## src/rtl/imsep_cfg.svh

```systemverilog
`ifndef IMSEP_CFG_SVH
`define IMSEP_CFG_SVH

// ****************************************************************
// Clock and timing
// ****************************************************************
`define IMSEP_REF_MHZ 60
`define IMSEP_SYS_MHZ 40
`define IMSEP_CLK_NS 25
`define IMSEP_BUS_HOLD_NS 600
`define IMSEP_BUS_HOLD_CYC \
  ((`IMSEP_BUS_HOLD_NS + `IMSEP_CLK_NS - 1) / `IMSEP_CLK_NS)
`define IMSEP_MIN_PHASE_CYC 4
`define IMSEP_DIV_STD 16'h012B
`define IMSEP_DIV_FAST 16'h004A

// ****************************************************************
// Command word layout
// ****************************************************************
`define IMSEP_CMD_W 12
`define IMSEP_CMD_START 11
`define IMSEP_CMD_STOP 10
`define IMSEP_CMD_READ 9
`define IMSEP_CMD_NACK 8
`define IMSEP_BYTE_W 8
`define IMSEP_FIFO_DEPTH 32
`define IMSEP_FIFO_AW 5

`endif

```

## src/rtl/imsep_pkg.sv

```systemverilog
package imsep_pkg;

  typedef enum logic [3:0] {
    ST_IDLE   = 4'h0,
    ST_HOLD   = 4'h1,
    ST_RS_LO  = 4'h2,
    ST_STA_A  = 4'h3,
    ST_STA_B  = 4'h4,
    ST_BIT_LO = 4'h5,
    ST_BIT_HI = 4'h6,
    ST_ACK_LO = 4'h7,
    ST_ACK_HI = 4'h8,
    ST_SP_LO  = 4'h9,
    ST_SP_HI  = 4'hA,
    ST_SP_REL = 4'hB
  } imsep_state_t;

endpackage : imsep_pkg

```

## src/rtl/imsep_fifo.sv

```systemverilog
`timescale 1ns/1ps

module imsep_fifo #(
  parameter int WIDTH = 12,
  parameter int DEPTH = 32,
  parameter int AW = 5
) (
  // Clock and reset
  input wire logic clk_sys,
  input wire logic reset_n,
  // Fill side
  input wire logic in_valid,
  output logic in_ready,
  input wire logic [WIDTH-1:0] in_data,
  // Drain side
  input wire logic out_ready,
  output logic out_valid,
  output logic [WIDTH-1:0] out_data
);

  logic [WIDTH-1:0] mem_ff [DEPTH];
  logic [AW-1:0] wr_ptr_ff;
  logic [AW-1:0] rd_ptr_ff;
  logic [AW:0] count_ff;

  wire do_push = in_valid && in_ready;
  wire do_pop = out_valid && out_ready;

  assign in_ready = (count_ff != (AW+1)'(DEPTH));
  assign out_valid = (count_ff != '0);
  assign out_data = mem_ff[rd_ptr_ff];

  always_ff @(posedge clk_sys) begin
    if (do_push) begin
      mem_ff[wr_ptr_ff] <= in_data;
    end
  end

  always_ff @(posedge clk_sys or negedge reset_n) begin
    if (!reset_n) begin
      wr_ptr_ff <= '0;
      rd_ptr_ff <= '0;
      count_ff <= '0;
    end else begin
      if (do_push) wr_ptr_ff <= wr_ptr_ff + 1'b1;
      if (do_pop) rd_ptr_ff <= rd_ptr_ff + 1'b1;
      if (do_push && !do_pop) count_ff <= count_ff + 1'b1;
      else if (do_pop && !do_push) count_ff <= count_ff - 1'b1;
    end
  end

endmodule : imsep_fifo

```

## src/rtl/imsep_top.sv

```systemverilog
// Behaviour
// - START is SDA falling while SCL is released high.
// - STOP is SDA rising while SCL is released high.
// - Only this master creates START and STOP; slaves never do.
// - Every byte is eight bits followed by one acknowledge slot.
// - Byte bits go out and come in most significant bit first.
// - Master clocks every bit, including the acknowledge pulse.
// - Transmitter releases SDA during the acknowledge clock pulse.
// - Receiver acknowledges by holding SDA low through acknowledge high.
// - First byte after START carries 7-bit address and direction bit.
// - Master ends a transfer with a STOP only after a byte whose command sets the stop bit.
// - No limit on bytes between one START and its STOP.
// - Pins only pull low or release; pull-ups make the high.
// - Serial clock rate comes from an internal divisor.
// - Data out and data in pins share the single data line.
// - Write-protect output is low normally, high only to block writes.
// - Divisor supports 100 kbit/s standard and 400 kbit/s fast.
// - Each channel instantiates its own copy of this master.
// - SCL equals 60 MHz over twice one plus the divisor.
// - START and STOP setup and hold last at least 600 ns.
`timescale 1ns/1ps
`include "imsep_cfg.svh"

module imsep_top #(
  parameter int FIFO_DEPTH = `IMSEP_FIFO_DEPTH,
  parameter int FIFO_AW = `IMSEP_FIFO_AW
) (
  // Clock and reset
  input wire logic clk_sys,
  input wire logic reset_n,
  // Command stream: start, stop, read, nack, byte
  input wire logic cmd_valid,
  output logic cmd_ready,
  input wire logic [`IMSEP_CMD_W-1:0] cmd_data,
  // Rate selection
  input wire logic rate_fast,
  input wire logic rate_custom,
  input wire logic [15:0] clk_divisor,
  // Write protect request
  input wire logic wp_request,
  // Byte results
  output logic rx_valid,
  output logic [`IMSEP_BYTE_W-1:0] rx_data,
  output logic rx_acked,
  output logic busy,
  // Bus pins
  output logic serial_clock_out_pin_o,
  output logic serial_clock_out_pin_oe,
  output logic serial_data_out_pin_o,
  output logic serial_data_out_pin_oe,
  input wire logic serial_data_in_pin,
  output logic low_gpio_bit_zero
);

  // ****************************************************************
  // Declarations
  // ****************************************************************
  imsep_pkg::imsep_state_t state_ff;
  imsep_pkg::imsep_state_t nxt_state;
  logic [23:0] acc_ff;
  logic [7:0] timer_ff;
  logic [2:0] bit_cnt_ff;
  logic [7:0] shift_ff;
  logic [7:0] cur_byte_ff;
  logic read_ff;
  logic nack_ff;
  logic stop_ff;
  logic scl_drv_ff;
  logic sda_drv_ff;
  logic sda_meta_ff;
  logic sda_sync_ff;
  logic rx_valid_ff;
  logic [7:0] rx_data_ff;
  logic rx_acked_ff;
  logic wp_ff;
  logic fifo_valid;
  logic [`IMSEP_CMD_W-1:0] fifo_data;

  // ****************************************************************
  // Command buffer
  // ****************************************************************
  wire idle_or_hold = (state_ff == imsep_pkg::ST_IDLE) ||
                      (state_ff == imsep_pkg::ST_HOLD);
  wire pop = idle_or_hold && fifo_valid;

  imsep_fifo #(
    .WIDTH(`IMSEP_CMD_W),
    .DEPTH(FIFO_DEPTH),
    .AW(FIFO_AW)
  ) u_cmd_fifo (
    .clk_sys(clk_sys),
    .reset_n(reset_n),
    .in_valid(cmd_valid),
    .in_ready(cmd_ready),
    .in_data(cmd_data),
    .out_ready(pop),
    .out_valid(fifo_valid),
    .out_data(fifo_data)
  );

  wire cmd_start = fifo_data[`IMSEP_CMD_START];
  wire cmd_stop = fifo_data[`IMSEP_CMD_STOP];
  wire cmd_read = fifo_data[`IMSEP_CMD_READ];
  wire cmd_nack = fifo_data[`IMSEP_CMD_NACK];
  wire [7:0] cmd_byte = fifo_data[`IMSEP_BYTE_W-1:0];

  // ****************************************************************
  // Half-period tick from the divisor
  // ****************************************************************
  // Accumulator emulates the 60 MHz reference on the 40 MHz clock
  wire [15:0] div_sel = rate_custom ? clk_divisor :
                        (rate_fast ? `IMSEP_DIV_FAST : `IMSEP_DIV_STD);
  wire [23:0] div_target_raw = 24'(({8'h00, div_sel} + 24'h000001) *
                                   24'(`IMSEP_SYS_MHZ));
  wire [23:0] ref_step = 24'(`IMSEP_REF_MHZ);
  // Clamp keeps at most one tick per clock cycle
  wire [23:0] div_target = (div_target_raw < ref_step) ? ref_step :
                           div_target_raw;
  wire [23:0] acc_sum = acc_ff + ref_step;
  wire tick = (acc_sum >= div_target);
  wire [23:0] nxt_acc = tick ? (acc_sum - div_target) : acc_sum;

  always_ff @(posedge clk_sys or negedge reset_n) begin
    if (!reset_n) acc_ff <= '0;
    else acc_ff <= nxt_acc;
  end

  // ****************************************************************
  // Phase timing
  // ****************************************************************
  wire long_phase = (state_ff == imsep_pkg::ST_STA_A) ||
                    (state_ff == imsep_pkg::ST_STA_B) ||
                    (state_ff == imsep_pkg::ST_SP_HI) ||
                    (state_ff == imsep_pkg::ST_SP_REL);
  wire [7:0] need_cyc = long_phase ? 8'(`IMSEP_BUS_HOLD_CYC) :
                        8'(`IMSEP_MIN_PHASE_CYC);
  wire adv = tick && (timer_ff >= need_cyc);

  always_ff @(posedge clk_sys or negedge reset_n) begin
    if (!reset_n) timer_ff <= '0;
    else if (nxt_state != state_ff) timer_ff <= '0;
    else if (timer_ff != 8'hFF) timer_ff <= timer_ff + 8'h01;
  end

  // ****************************************************************
  // Data line input synchroniser
  // ****************************************************************
  always_ff @(posedge clk_sys or negedge reset_n) begin
    if (!reset_n) begin
      sda_meta_ff <= 1'b1;
      sda_sync_ff <= 1'b1;
    end else begin
      sda_meta_ff <= serial_data_in_pin;
      sda_sync_ff <= sda_meta_ff;
    end
  end

  // ****************************************************************
  // Bus sequencer
  // ****************************************************************
  always_comb begin
    nxt_state = state_ff;
    case (state_ff)
      imsep_pkg::ST_IDLE: begin
        if (fifo_valid) nxt_state = imsep_pkg::ST_STA_A;
      end
      imsep_pkg::ST_HOLD: begin
        if (fifo_valid) begin
          nxt_state = cmd_start ? imsep_pkg::ST_RS_LO :
                      imsep_pkg::ST_BIT_LO;
        end
      end
      imsep_pkg::ST_RS_LO: if (adv) nxt_state = imsep_pkg::ST_STA_A;
      imsep_pkg::ST_STA_A: if (adv) nxt_state = imsep_pkg::ST_STA_B;
      imsep_pkg::ST_STA_B: if (adv) nxt_state = imsep_pkg::ST_BIT_LO;
      imsep_pkg::ST_BIT_LO: if (adv) nxt_state = imsep_pkg::ST_BIT_HI;
      imsep_pkg::ST_BIT_HI: begin
        if (adv) begin
          nxt_state = (bit_cnt_ff == 3'h7) ? imsep_pkg::ST_ACK_LO :
                      imsep_pkg::ST_BIT_LO;
        end
      end
      imsep_pkg::ST_ACK_LO: if (adv) nxt_state = imsep_pkg::ST_ACK_HI;
      imsep_pkg::ST_ACK_HI: begin
        if (adv) begin
          nxt_state = stop_ff ? imsep_pkg::ST_SP_LO :
                      imsep_pkg::ST_HOLD;
        end
      end
      imsep_pkg::ST_SP_LO: if (adv) nxt_state = imsep_pkg::ST_SP_HI;
      imsep_pkg::ST_SP_HI: if (adv) nxt_state = imsep_pkg::ST_SP_REL;
      imsep_pkg::ST_SP_REL: if (adv) nxt_state = imsep_pkg::ST_IDLE;
      default: nxt_state = imsep_pkg::ST_IDLE;
    endcase
  end

  always_ff @(posedge clk_sys or negedge reset_n) begin
    if (!reset_n) state_ff <= imsep_pkg::ST_IDLE;
    else state_ff <= nxt_state;
  end

  // ****************************************************************
  // Byte shifter
  // ****************************************************************
  // First byte after START is address in 7:1 and direction in 0
  wire bit_done = (state_ff == imsep_pkg::ST_BIT_HI) && adv;
  wire ack_done = (state_ff == imsep_pkg::ST_ACK_HI) && adv;

  always_ff @(posedge clk_sys or negedge reset_n) begin
    if (!reset_n) begin
      shift_ff <= '0;
      cur_byte_ff <= '0;
      bit_cnt_ff <= '0;
      read_ff <= 1'b0;
      nack_ff <= 1'b0;
      stop_ff <= 1'b0;
    end else if (pop) begin
      shift_ff <= cmd_byte;
      cur_byte_ff <= cmd_byte;
      bit_cnt_ff <= '0;
      read_ff <= cmd_read;
      nack_ff <= cmd_nack;
      stop_ff <= cmd_stop;
    end else if (bit_done) begin
      shift_ff <= {shift_ff[6:0], sda_sync_ff};
      bit_cnt_ff <= bit_cnt_ff + 3'h1;
    end
  end

  always_ff @(posedge clk_sys or negedge reset_n) begin
    if (!reset_n) begin
      rx_valid_ff <= 1'b0;
      rx_data_ff <= '0;
      rx_acked_ff <= 1'b0;
    end else begin
      rx_valid_ff <= ack_done;
      if (ack_done) begin
        rx_data_ff <= shift_ff;
        rx_acked_ff <= !sda_sync_ff;
      end
    end
  end

  // ****************************************************************
  // Pin drive
  // ****************************************************************
  wire scl_low_state = (state_ff == imsep_pkg::ST_HOLD) ||
                       (state_ff == imsep_pkg::ST_RS_LO) ||
                       (state_ff == imsep_pkg::ST_BIT_LO) ||
                       (state_ff == imsep_pkg::ST_ACK_LO) ||
                       (state_ff == imsep_pkg::ST_SP_LO);
  wire in_bit = (state_ff == imsep_pkg::ST_BIT_LO) ||
                (state_ff == imsep_pkg::ST_BIT_HI);
  wire in_ack = (state_ff == imsep_pkg::ST_ACK_LO) ||
                (state_ff == imsep_pkg::ST_ACK_HI);
  wire sda_low_state = (state_ff == imsep_pkg::ST_HOLD) ||
                       (state_ff == imsep_pkg::ST_STA_B) ||
                       (state_ff == imsep_pkg::ST_SP_LO) ||
                       (state_ff == imsep_pkg::ST_SP_HI);
  wire sda_bit = in_bit && !read_ff && !shift_ff[7];
  wire sda_ack = in_ack && read_ff && !nack_ff;
  wire sda_want = sda_low_state || sda_bit || sda_ack;
  // Data changes one cycle after SCL falls, never together with it
  wire sda_freeze = scl_low_state && (timer_ff == 8'h00);

  always_ff @(posedge clk_sys or negedge reset_n) begin
    if (!reset_n) begin
      scl_drv_ff <= 1'b0;
      sda_drv_ff <= 1'b0;
      wp_ff <= 1'b0;
    end else begin
      scl_drv_ff <= scl_low_state;
      sda_drv_ff <= sda_freeze ? sda_drv_ff : sda_want;
      wp_ff <= wp_request;
    end
  end

  // Open drain: output value is always low, enable pulls
  assign serial_clock_out_pin_o = 1'b0;
  assign serial_data_out_pin_o = 1'b0;
  assign serial_clock_out_pin_oe = scl_drv_ff;
  assign serial_data_out_pin_oe = sda_drv_ff;
  // One copy per channel drives its own write-protect line
  assign low_gpio_bit_zero = wp_ff;
  assign rx_valid = rx_valid_ff;
  assign rx_data = rx_data_ff;
  assign rx_acked = rx_acked_ff;
  assign busy = (state_ff != imsep_pkg::ST_IDLE) || fifo_valid;

  // ****************************************************************
  // Checks
  // ****************************************************************
  AST_START_EDGE: assert property (
    @(posedge clk_sys) disable iff (!reset_n)
    ($rose(sda_drv_ff) && !scl_drv_ff) |->
      ($past(state_ff) == imsep_pkg::ST_STA_B))
    else $error("SDA fell with SCL high outside START");

  AST_STOP_EDGE: assert property (
    @(posedge clk_sys) disable iff (!reset_n)
    ($fell(sda_drv_ff) && !scl_drv_ff) |->
      ($past(state_ff) == imsep_pkg::ST_SP_REL))
    else $error("SDA rose with SCL high outside STOP");

  AST_EIGHT_BITS: assert property (
    @(posedge clk_sys) disable iff (!reset_n)
    $rose(state_ff == imsep_pkg::ST_ACK_LO) |->
      ($past(bit_cnt_ff) == 3'h7))
    else $error("Acknowledge slot not after eighth bit");

  AST_MSB_FIRST: assert property (
    @(posedge clk_sys) disable iff (!reset_n)
    (state_ff == imsep_pkg::ST_BIT_HI && !read_ff && timer_ff > 8'h01)
      |-> (sda_drv_ff == !cur_byte_ff[3'h7 - bit_cnt_ff]))
    else $error("Transmitted bit out of order");

  AST_ACK_CLOCKED: assert property (
    @(posedge clk_sys) disable iff (!reset_n)
    (state_ff == imsep_pkg::ST_ACK_HI && timer_ff > 8'h00) |->
      !scl_drv_ff)
    else $error("SCL not released in acknowledge pulse");

  AST_TX_RELEASE: assert property (
    @(posedge clk_sys) disable iff (!reset_n)
    (state_ff == imsep_pkg::ST_ACK_HI && !read_ff && timer_ff > 8'h00)
      |-> !sda_drv_ff)
    else $error("SDA held during slave acknowledge");

  AST_RX_RELEASE: assert property (
    @(posedge clk_sys) disable iff (!reset_n)
    (state_ff == imsep_pkg::ST_BIT_HI && read_ff && timer_ff > 8'h00)
      |-> !sda_drv_ff)
    else $error("SDA driven during received bit");

  AST_HOLD_600: assert property (
    @(posedge clk_sys) disable iff (!reset_n)
    (long_phase && nxt_state != state_ff) |->
      (timer_ff >= 8'(`IMSEP_BUS_HOLD_CYC)))
    else $error("START or STOP phase shorter than 600 ns");

  AST_WP_FOLLOW: assert property (
    @(posedge clk_sys) disable iff (!reset_n)
    $rose(low_gpio_bit_zero) |-> $past(wp_request))
    else $error("Write protect raised without request");

endmodule : imsep_top
```

## config.mk

```make
export PLATFORM = sky130hd
export DESIGN_NAME = imsep_top
export DESIGN_NICKNAME = d
export VERILOG_FILES = /design/src/rtl/imsep_pkg.sv /design/src/rtl/imsep_fifo.sv /design/src/rtl/imsep_top.sv
export VERILOG_INCLUDE_DIRS = /design/src /design/src/rtl
export SDC_FILE = /design/constraint.sdc
export NUM_CORES = 1
export LEC_CHECK = 0
export ABC_AREA = 1
export BUFFER_PORTS_ARGS = -buffer_cell sky130_fd_sc_hd__clkbuf_2
export CAP_MARGIN = 10
export CELL_PAD_IN_SITES_DETAIL_PLACEMENT = 0
export CELL_PAD_IN_SITES_GLOBAL_PLACEMENT = 1
export CORE_UTILIZATION = 30
export CTS_BUF_LIST = sky130_fd_sc_hd__clkbuf_16
export CTS_CLUSTER_DIAMETER = 50
export DETAILED_ROUTE_END_ITERATION = 16
export PLACE_DENSITY_LB_ADDON = 0.1
export RECOVER_POWER = 50
export SLEW_MARGIN = 10
export SYNTH_ARGS = -nofsm -noshare
export SYNTH_HDL_FRONTEND = slang
export SYNTH_HIERARCHICAL = 1
export SYNTH_SLANG_ARGS = --single-unit
```

## constraint.sdc

```tcl
create_clock -name clk_sys -period 4.2 [get_ports clk_sys]
set_input_delay 0.42 -clock clk_sys [delete_from_list [all_inputs] [get_ports clk_sys]]
set_output_delay 0.42 -clock clk_sys [all_outputs]
set_load 0.05 [all_outputs]
```

-- Word-level counts from Yosys, hierarchy flattened
Memory sizes are Yosys's and may differ from the RTL's.
Cells that the tools add are included.
- multiplexer cells: 31
- reduce and logical (&&, ||, !) cells: 42
- equal/unequal tests: 15
- $add $sub $neg: 9
- $mul: 1
- $lt $le $gt $ge: 3
- operators with widths (cell ; count):
    $mux W4 ; 13
    $pmux W4 S12 ; 1
    $mux W8 ; 4
    $add A24 B6 Y24 const B ; 1
    $ge A24 B23 Y1 ; 1
    $mux W24 ; 1
    $sub A24 B23 Y24 ; 1
    $lt A23 B6 Y1 const B ; 1
    $mux W23 ; 1
    $mul A17 B3 Y20 const B ; 1
    $add A16 B1 Y17 const B ; 1
    $eq A4 B3 Y1 const B ; 4
    $eq A4 B4 Y1 const B ; 4
    $logic_or A1 B1 Y1 ; 16
    $mux W16 ; 1
    $logic_and A1 B1 Y1 ; 13
    $mux W6 ; 2
    $add A5 B1 Y5 const B ; 2
    $mux W3 ; 3
    $mux W9 ; 1
    $add A8 B1 Y8 const B ; 1
    $eq A4 B2 Y1 const B ; 2
    $ge A8 B5 Y1 ; 1
    $logic_not A8 Y1 ; 1
    16 further kinds ; 24
- output and inout port bits: 17
- bits in writable memories: 384
- memories kept: 1
- bits of input ports: 35
- flip-flop bits (word level): 81
- word-level logic and storage cells: 121
- memories (memory ; words ; bits a word ; rd ports ; clocked after Yosys merged registers in ; write ports ; line ; source):
    u_cmd_fifo.mem_ff ; 32 ; 12 ; 1 ; 0 ; 1 ; imsep_fifo.sv:21 ; logic [WIDTH-1:0] mem_ff [DEPTH];

-- Depth between registers and ports, before layout
- word-level depth: 12
- depth in mapped cells: 45
- gate-level depth less buffers: 45

-- Modules after synthesis
The synthesis kept the hierarchy.
- modules (own cells, without submodules) (module ; cells an instance ; area an instance (sq um) ; sequential area each (sq um) ; times used):
    imsep_fifo ; 1635 ; 17320.4 ; 11931.4 ; 1
    imsep_top ; 828 ; 5836.8 ; 1579.0 ; 1

-- Least setup slack after synthesis
Ideal clock, no wire load.
- path kind: input to register
- start point: in rate_custom
- end point: reg rx_data_ff[0] (netlist: rx_data[0])
- cell stages on the path: 38
- setup slack: -1.400 ns
- arrival: 5.472 ns
- required time: 4.073 ns
- buffers on the path: 1
- library setup time: 0.127 ns
- cell sequence: inv_2 -> nand2_1 -> o21ai_2 -> inv_2 -> ha_1 -> nand3_1 -> nor2_1 -> nand4_1 -> nor3_1 -> mux2_2 -> inv_1 -> ha_1 -> ha_1 -> inv_1 -> o21bai_1 -> nor2_1 -> nand3_1 -> a21oi_1 -> [2 not listed] -> nor2_1 -> nand4_1 -> nor2_1 -> ha_1 -> inv_1 -> fa_1 -> nand3_1 -> nand2_1 -> nand2_1 -> nand3_1 -> nand2_1 -> nand2_1 -> nand2_1 -> nand3_2 -> nand3_4 -> nor2_1 -> buf_6 -> mux2_1
- cells in the longest elaborated chain, start to end: 8
- RTL lines (item ; line ; source):
    from (decl) ; imsep_top.sv:37 ; input wire logic rate_custom,
    $mux W16 * ; imsep_top.sv:111 ; wire [15:0] div_sel = rate_custom ? clk_divisor :
    $add A16 B1 Y17 * ; imsep_top.sv:113 ; wire [23:0] div_target_raw = 24'(({8'h00, div_sel} + 24'h000001) *
    $mul A17 B3 Y20 * ; imsep_top.sv:113 ;
    $lt A23 B6 Y1 ; imsep_top.sv:117 ; wire [23:0] div_target = (div_target_raw < ref_step) ? ref_step :
    $mux W23 * ; imsep_top.sv:117 ;
    $ge A24 B23 Y1 * ; imsep_top.sv:120 ; wire tick = (acc_sum >= div_target);
    $logic_and A1 B1 Y1 * ; imsep_top.sv:137 ; wire adv = tick && (timer_ff >= need_cyc);
    $logic_and A1 B1 Y1 * ; imsep_top.sv:207 ; wire ack_done = (state_ff == imsep_pkg::ST_ACK_HI) && adv;
    net ack_done ; imsep_top.sv:207 ;
    to (signal assigned) ; imsep_top.sv:238 ; rx_data_ff <= shift_ff;
    to (decl) ; imsep_top.sv:73 ; logic [7:0] rx_data_ff;
The timed path passes the listed nets; every way through them passes the cells marked *.
A chain may end at the register's enable or synchronous reset.

-- Worst setup path in the final report
- start point: in rate_custom
- end point: reg rx_data_ff[7] (netlist: rx_data[7])
- cells in the longest elaborated chain, start to end: 8
- RTL lines (item ; line):
    $mux W16 * ; imsep_top.sv:111
    $add A16 B1 Y17 * ; imsep_top.sv:113
    $mul A17 B3 Y20 * ; imsep_top.sv:113
    $lt A23 B6 Y1 ; imsep_top.sv:117
    $mux W23 * ; imsep_top.sv:117
    $ge A24 B23 Y1 * ; imsep_top.sv:120
    $logic_and A1 B1 Y1 * ; imsep_top.sv:137
    $logic_and A1 B1 Y1 * ; imsep_top.sv:207
Every way passes the cells marked *; elsewhere a longest branch is shown, timed or not.

==> impl_metrics.json <==
{
  "fin_ws_ns": -0.924,
  "hold_path_class": "flop to flop",
  "crit_path_max_fanout": 5,
  "layout.nets": 2869,
  "final_cell_mix": "719 x nand2_1, 384 x edfxtp_1, 310 x inv_1",
  "ys_async_sr_fraction": 0.171,
  "ys_ff_latch": 463,
  "grt_max_degree": 139,
  "dp_hpwl_mm": 44.0,
  "drc": 0,
  "initial_utilization": 0.304,
  "gr-total-overflow": 0,
  "pin_count": 52,
  "grt_pass1_wl_mm": 107,
  "fin_crit_sh": 1.22,
  "max_stage_delay_ns": 0.34,
  "end_kind": "flop",
  "drv_cap": 13,
  "row_count": 101,
  "synth-edff-count": 384,
  "clock-root-buffer": "clkbuf_16",
  "post_dp_cell_area_um2": 26300,
  "timing.rr.end": "rx_data[7]",
  "finalPower_mw": 21.5,
  "slew_headroom": -0.865,
  "viasPerCell": 4.56,
  "io_buffers": 49,
  "min_delay_path_depth": 0,
  "period_minus_slack_ns": 5.12,
  "place_ws_ns": -1.78,
  "clkSinkCount": 463,
  "drv_slew": 443,
  "cp.required_ns": 4.68,
  "yosys_warnings": 6,
  "outcome": "finished with violations",
  "fin_util": 0.393,
  "wire_per_inst_um": 18.1,
  "cpMostUsedCell": "nor2_4",
  "clkTransAtPathRegs_ns": 0.05,
  "die_h_um": 280,
  "syn_inst": 2463,
  "power_density_nw_per_um2": 719,
  "min_from": "sda_meta_ff",
  "cts_buffers": 67,
  "core_um2": 76200,
  "vdd_drop_max_mv": 0.400,
  "die_area_um2": 78300,
  "ctsHtreeMaxLevel": 3,
  "fin_tns_setup_ns": -39.33,
  "worst_pin_slew_ns": 2.80,
  "gp_congestion": 0.802,
  "numPlacedInstances": 3676,
  "antenna_found_initial": 0,
  "hold_viol": 0,
  "crit_type": "input port to flop",
  "drive_gt1_frac": 0.225,
  "wirelength_mm": 69.7,
  "rrSetupSlack_ns": 0.05,
  "fmax_mhz": 195,
  "finalClockSkew_ns": 0.0233,
  "dr.pass1.iters": 5,
  "finalSetupViolCount": 55,
  "ys.flop_type": "edfxtp_1",
  "grt_use_total": 0.180,
  "cts_tree": "built",
  "stdcell_area_um2": 29900,
  "holdPathEnd": "sda_sync_ff",
  "cp-start-kind": "input port",
  "ant_nets": 0,
  "whs_ns": 0.354,
  "fin_cells": 3847,
  "p_leak_nw": 12.8,
  "failed_checks": "capacitance limit, slew limit, setup timing",
  "avgSynthCellArea_um2": 9.40,
  "cts.path.max_buffers": 3,
  "area.growth.synth_to_final_pct": 29.2,
  "timing.rr.start": "acc_ff[2]",
  "rsz0062_at_grt": "yes",
  "worstPathArrival_ns": 5.60,
  "grt_pass1_vias": 17800,
  "cp_slowest_cell": "mux2_4",
  "yosysUniqueCellTypes": 57,
  "drt_iter0_drc": 783,
  "yosysSeqAreaShare": 0.583,
  "clock_latency_ns": 0.60,
  "die_w_um": 280,
  "layout_commonest_cell": "nand2_1",
  "reg2reg_depth": 23,
  "routed-via-count": 17600,
  "synthesis.area_um2": 23200
}
[worst max-delay path, delay by kind of cell]
kind	cells	cell delay (ns)
buffers and inverters	10	0.99
AOI/OAI and AO/OA	1	0.07
and+or+nand+nor	24	2.52
muxes	2	0.63
adders and majority gates	4	0.97
[final cells by class]
| type | count | area (um^2) |
|---|---|---|
| Antenna cell | 2 | 5.00 |
| Multi-Input combinational cell | 1588 | 9140 |
| Sequential cell | 463 | 13500 |
| Tap cell | 1030 | 1290 |
| Clock buffer | 69 | 1730 |
| Timing Repair Buffer | 318 | 2400 |
| Inverter | 324 | 1240 |
| Fill cell | 7519 | 46300 |
| Clock inverter | 53 | 598 |
[where the power goes]
group	switching [mW]	internal, mW
logic	6.13	3.61
clock network	2.17	3.69
registers	0.356	5.56
total	8.66	12.9
[how the worst max path moves through the flow]
| stage | startpoint | end | slack, ns | cells past startpoint |
|---|---|---|---|---|
| 6_report | rate_custom | rx_data[7] | -0.92 | 41 |
| 5_1_grt | rate_custom | rx_data[5] | -1.26 | 41 |
| 4_1_cts | rate_custom | timer_ff[7] | -0.91 | 44 |
| 3_5_place_dp | rate_custom | acc_ff[22] | -1.78 | 42 |
| 3_3_place_gp | rate_custom | acc_ff[22] | -1.70 | 38 |
| 2_1_floorplan | rate_custom | rx_data[0] | -0.94 | 34 |
[routing by layer]
layer | vias up | GRT usage | wire length [um]
li1 | 8761 | - | -
met2 | 293 | 0.301 | 33500
met3 | 82 | 0.0260 | 2680
met4 | 0 | 0.0497 | 1370
met1 | 8421 | 0.242 | 32100
met5 | - | 0 | 0
[registers in the layout (all words and copies together), names as in the netlist, 3 cells and up]
name and cells:
u_cmd_fifo/mem_ff 384, acc_ff 22, rx_data 8, shift_ff 8
timer_ff 8, u_cmd_fifo/count_ff 6, u_cmd_fifo/rd_ptr_ff 5, u_cmd_fifo/wr_ptr_ff 5
state_ff 4, bit_cnt_ff 3
[cells by family (layout without fill, tap and decap cells)]
kind of cell               after synthesis  count (layout)  synth area share
AOI/OAI and AO/OA                      184             184            0.0445
xor gates and xnor gates                66              66            0.0250
adders and majority gates               72              72            0.0399
buffers and inverters                  414             764            0.0743
DFF                                    463             463             0.583
muxes                                   10              10           0.00481
other                                    1               4          0.000162
and+or+nand+nor                       1253            1254             0.228
[cells in the mapped netlist (4+ instances only)]
| library cell | n | area, um^2 |
|---|---|---|
| a31oi_1 | 4 | 25.0 |
| or2_2 | 4 | 25.0 |
| a21oi_1 | 67 | 335 |
| inv_1 | 310 | 1160 |
| clkbuf_1 | 16 | 60.1 |
| xor2_1 | 46 | 403 |
| ha_1 | 69 | 863 |
| o21ai_0 | 67 | 335 |
| edfxtp_1 | 384 | 11500 |
| nand4_1 | 16 | 100 |
| dfrtp_1 | 77 | 1930 |
| xnor2_1 | 20 | 175 |
| o21bai_1 | 4 | 30.0 |
| clkinv_1 | 5 | 18.8 |
| nor2_2 | 6 | 37.5 |
| nand2_2 | 6 | 37.5 |
| buf_4 | 22 | 165 |
| nor4_1 | 5 | 31.3 |
| o22ai_1 | 9 | 56.3 |
| nand3_1 | 283 | 1420 |
| o211ai_1 | 15 | 113 |
| mux2_1 | 7 | 78.8 |
| inv_2 | 6 | 22.5 |
| nor3_1 | 41 | 205 |
| buf_2 | 43 | 215 |
| nor2_1 | 134 | 503 |
| nand2_1 | 744 | 2790 |
| buf_1 | 6 | 22.5 |
[what timing repair did]
item / in CTS / in global routing
resized for setup: 97 / 86
setup buffers: 23 / 15
cloned: 2 / 1
hold buffers: 3 / 0
endpoints found under the hold margin: 45 / 0
pin swaps: 46 / 61
endpoints found under the setup margin: 55 / 55
Note: power is estimated with default switching activity, not from simulation.
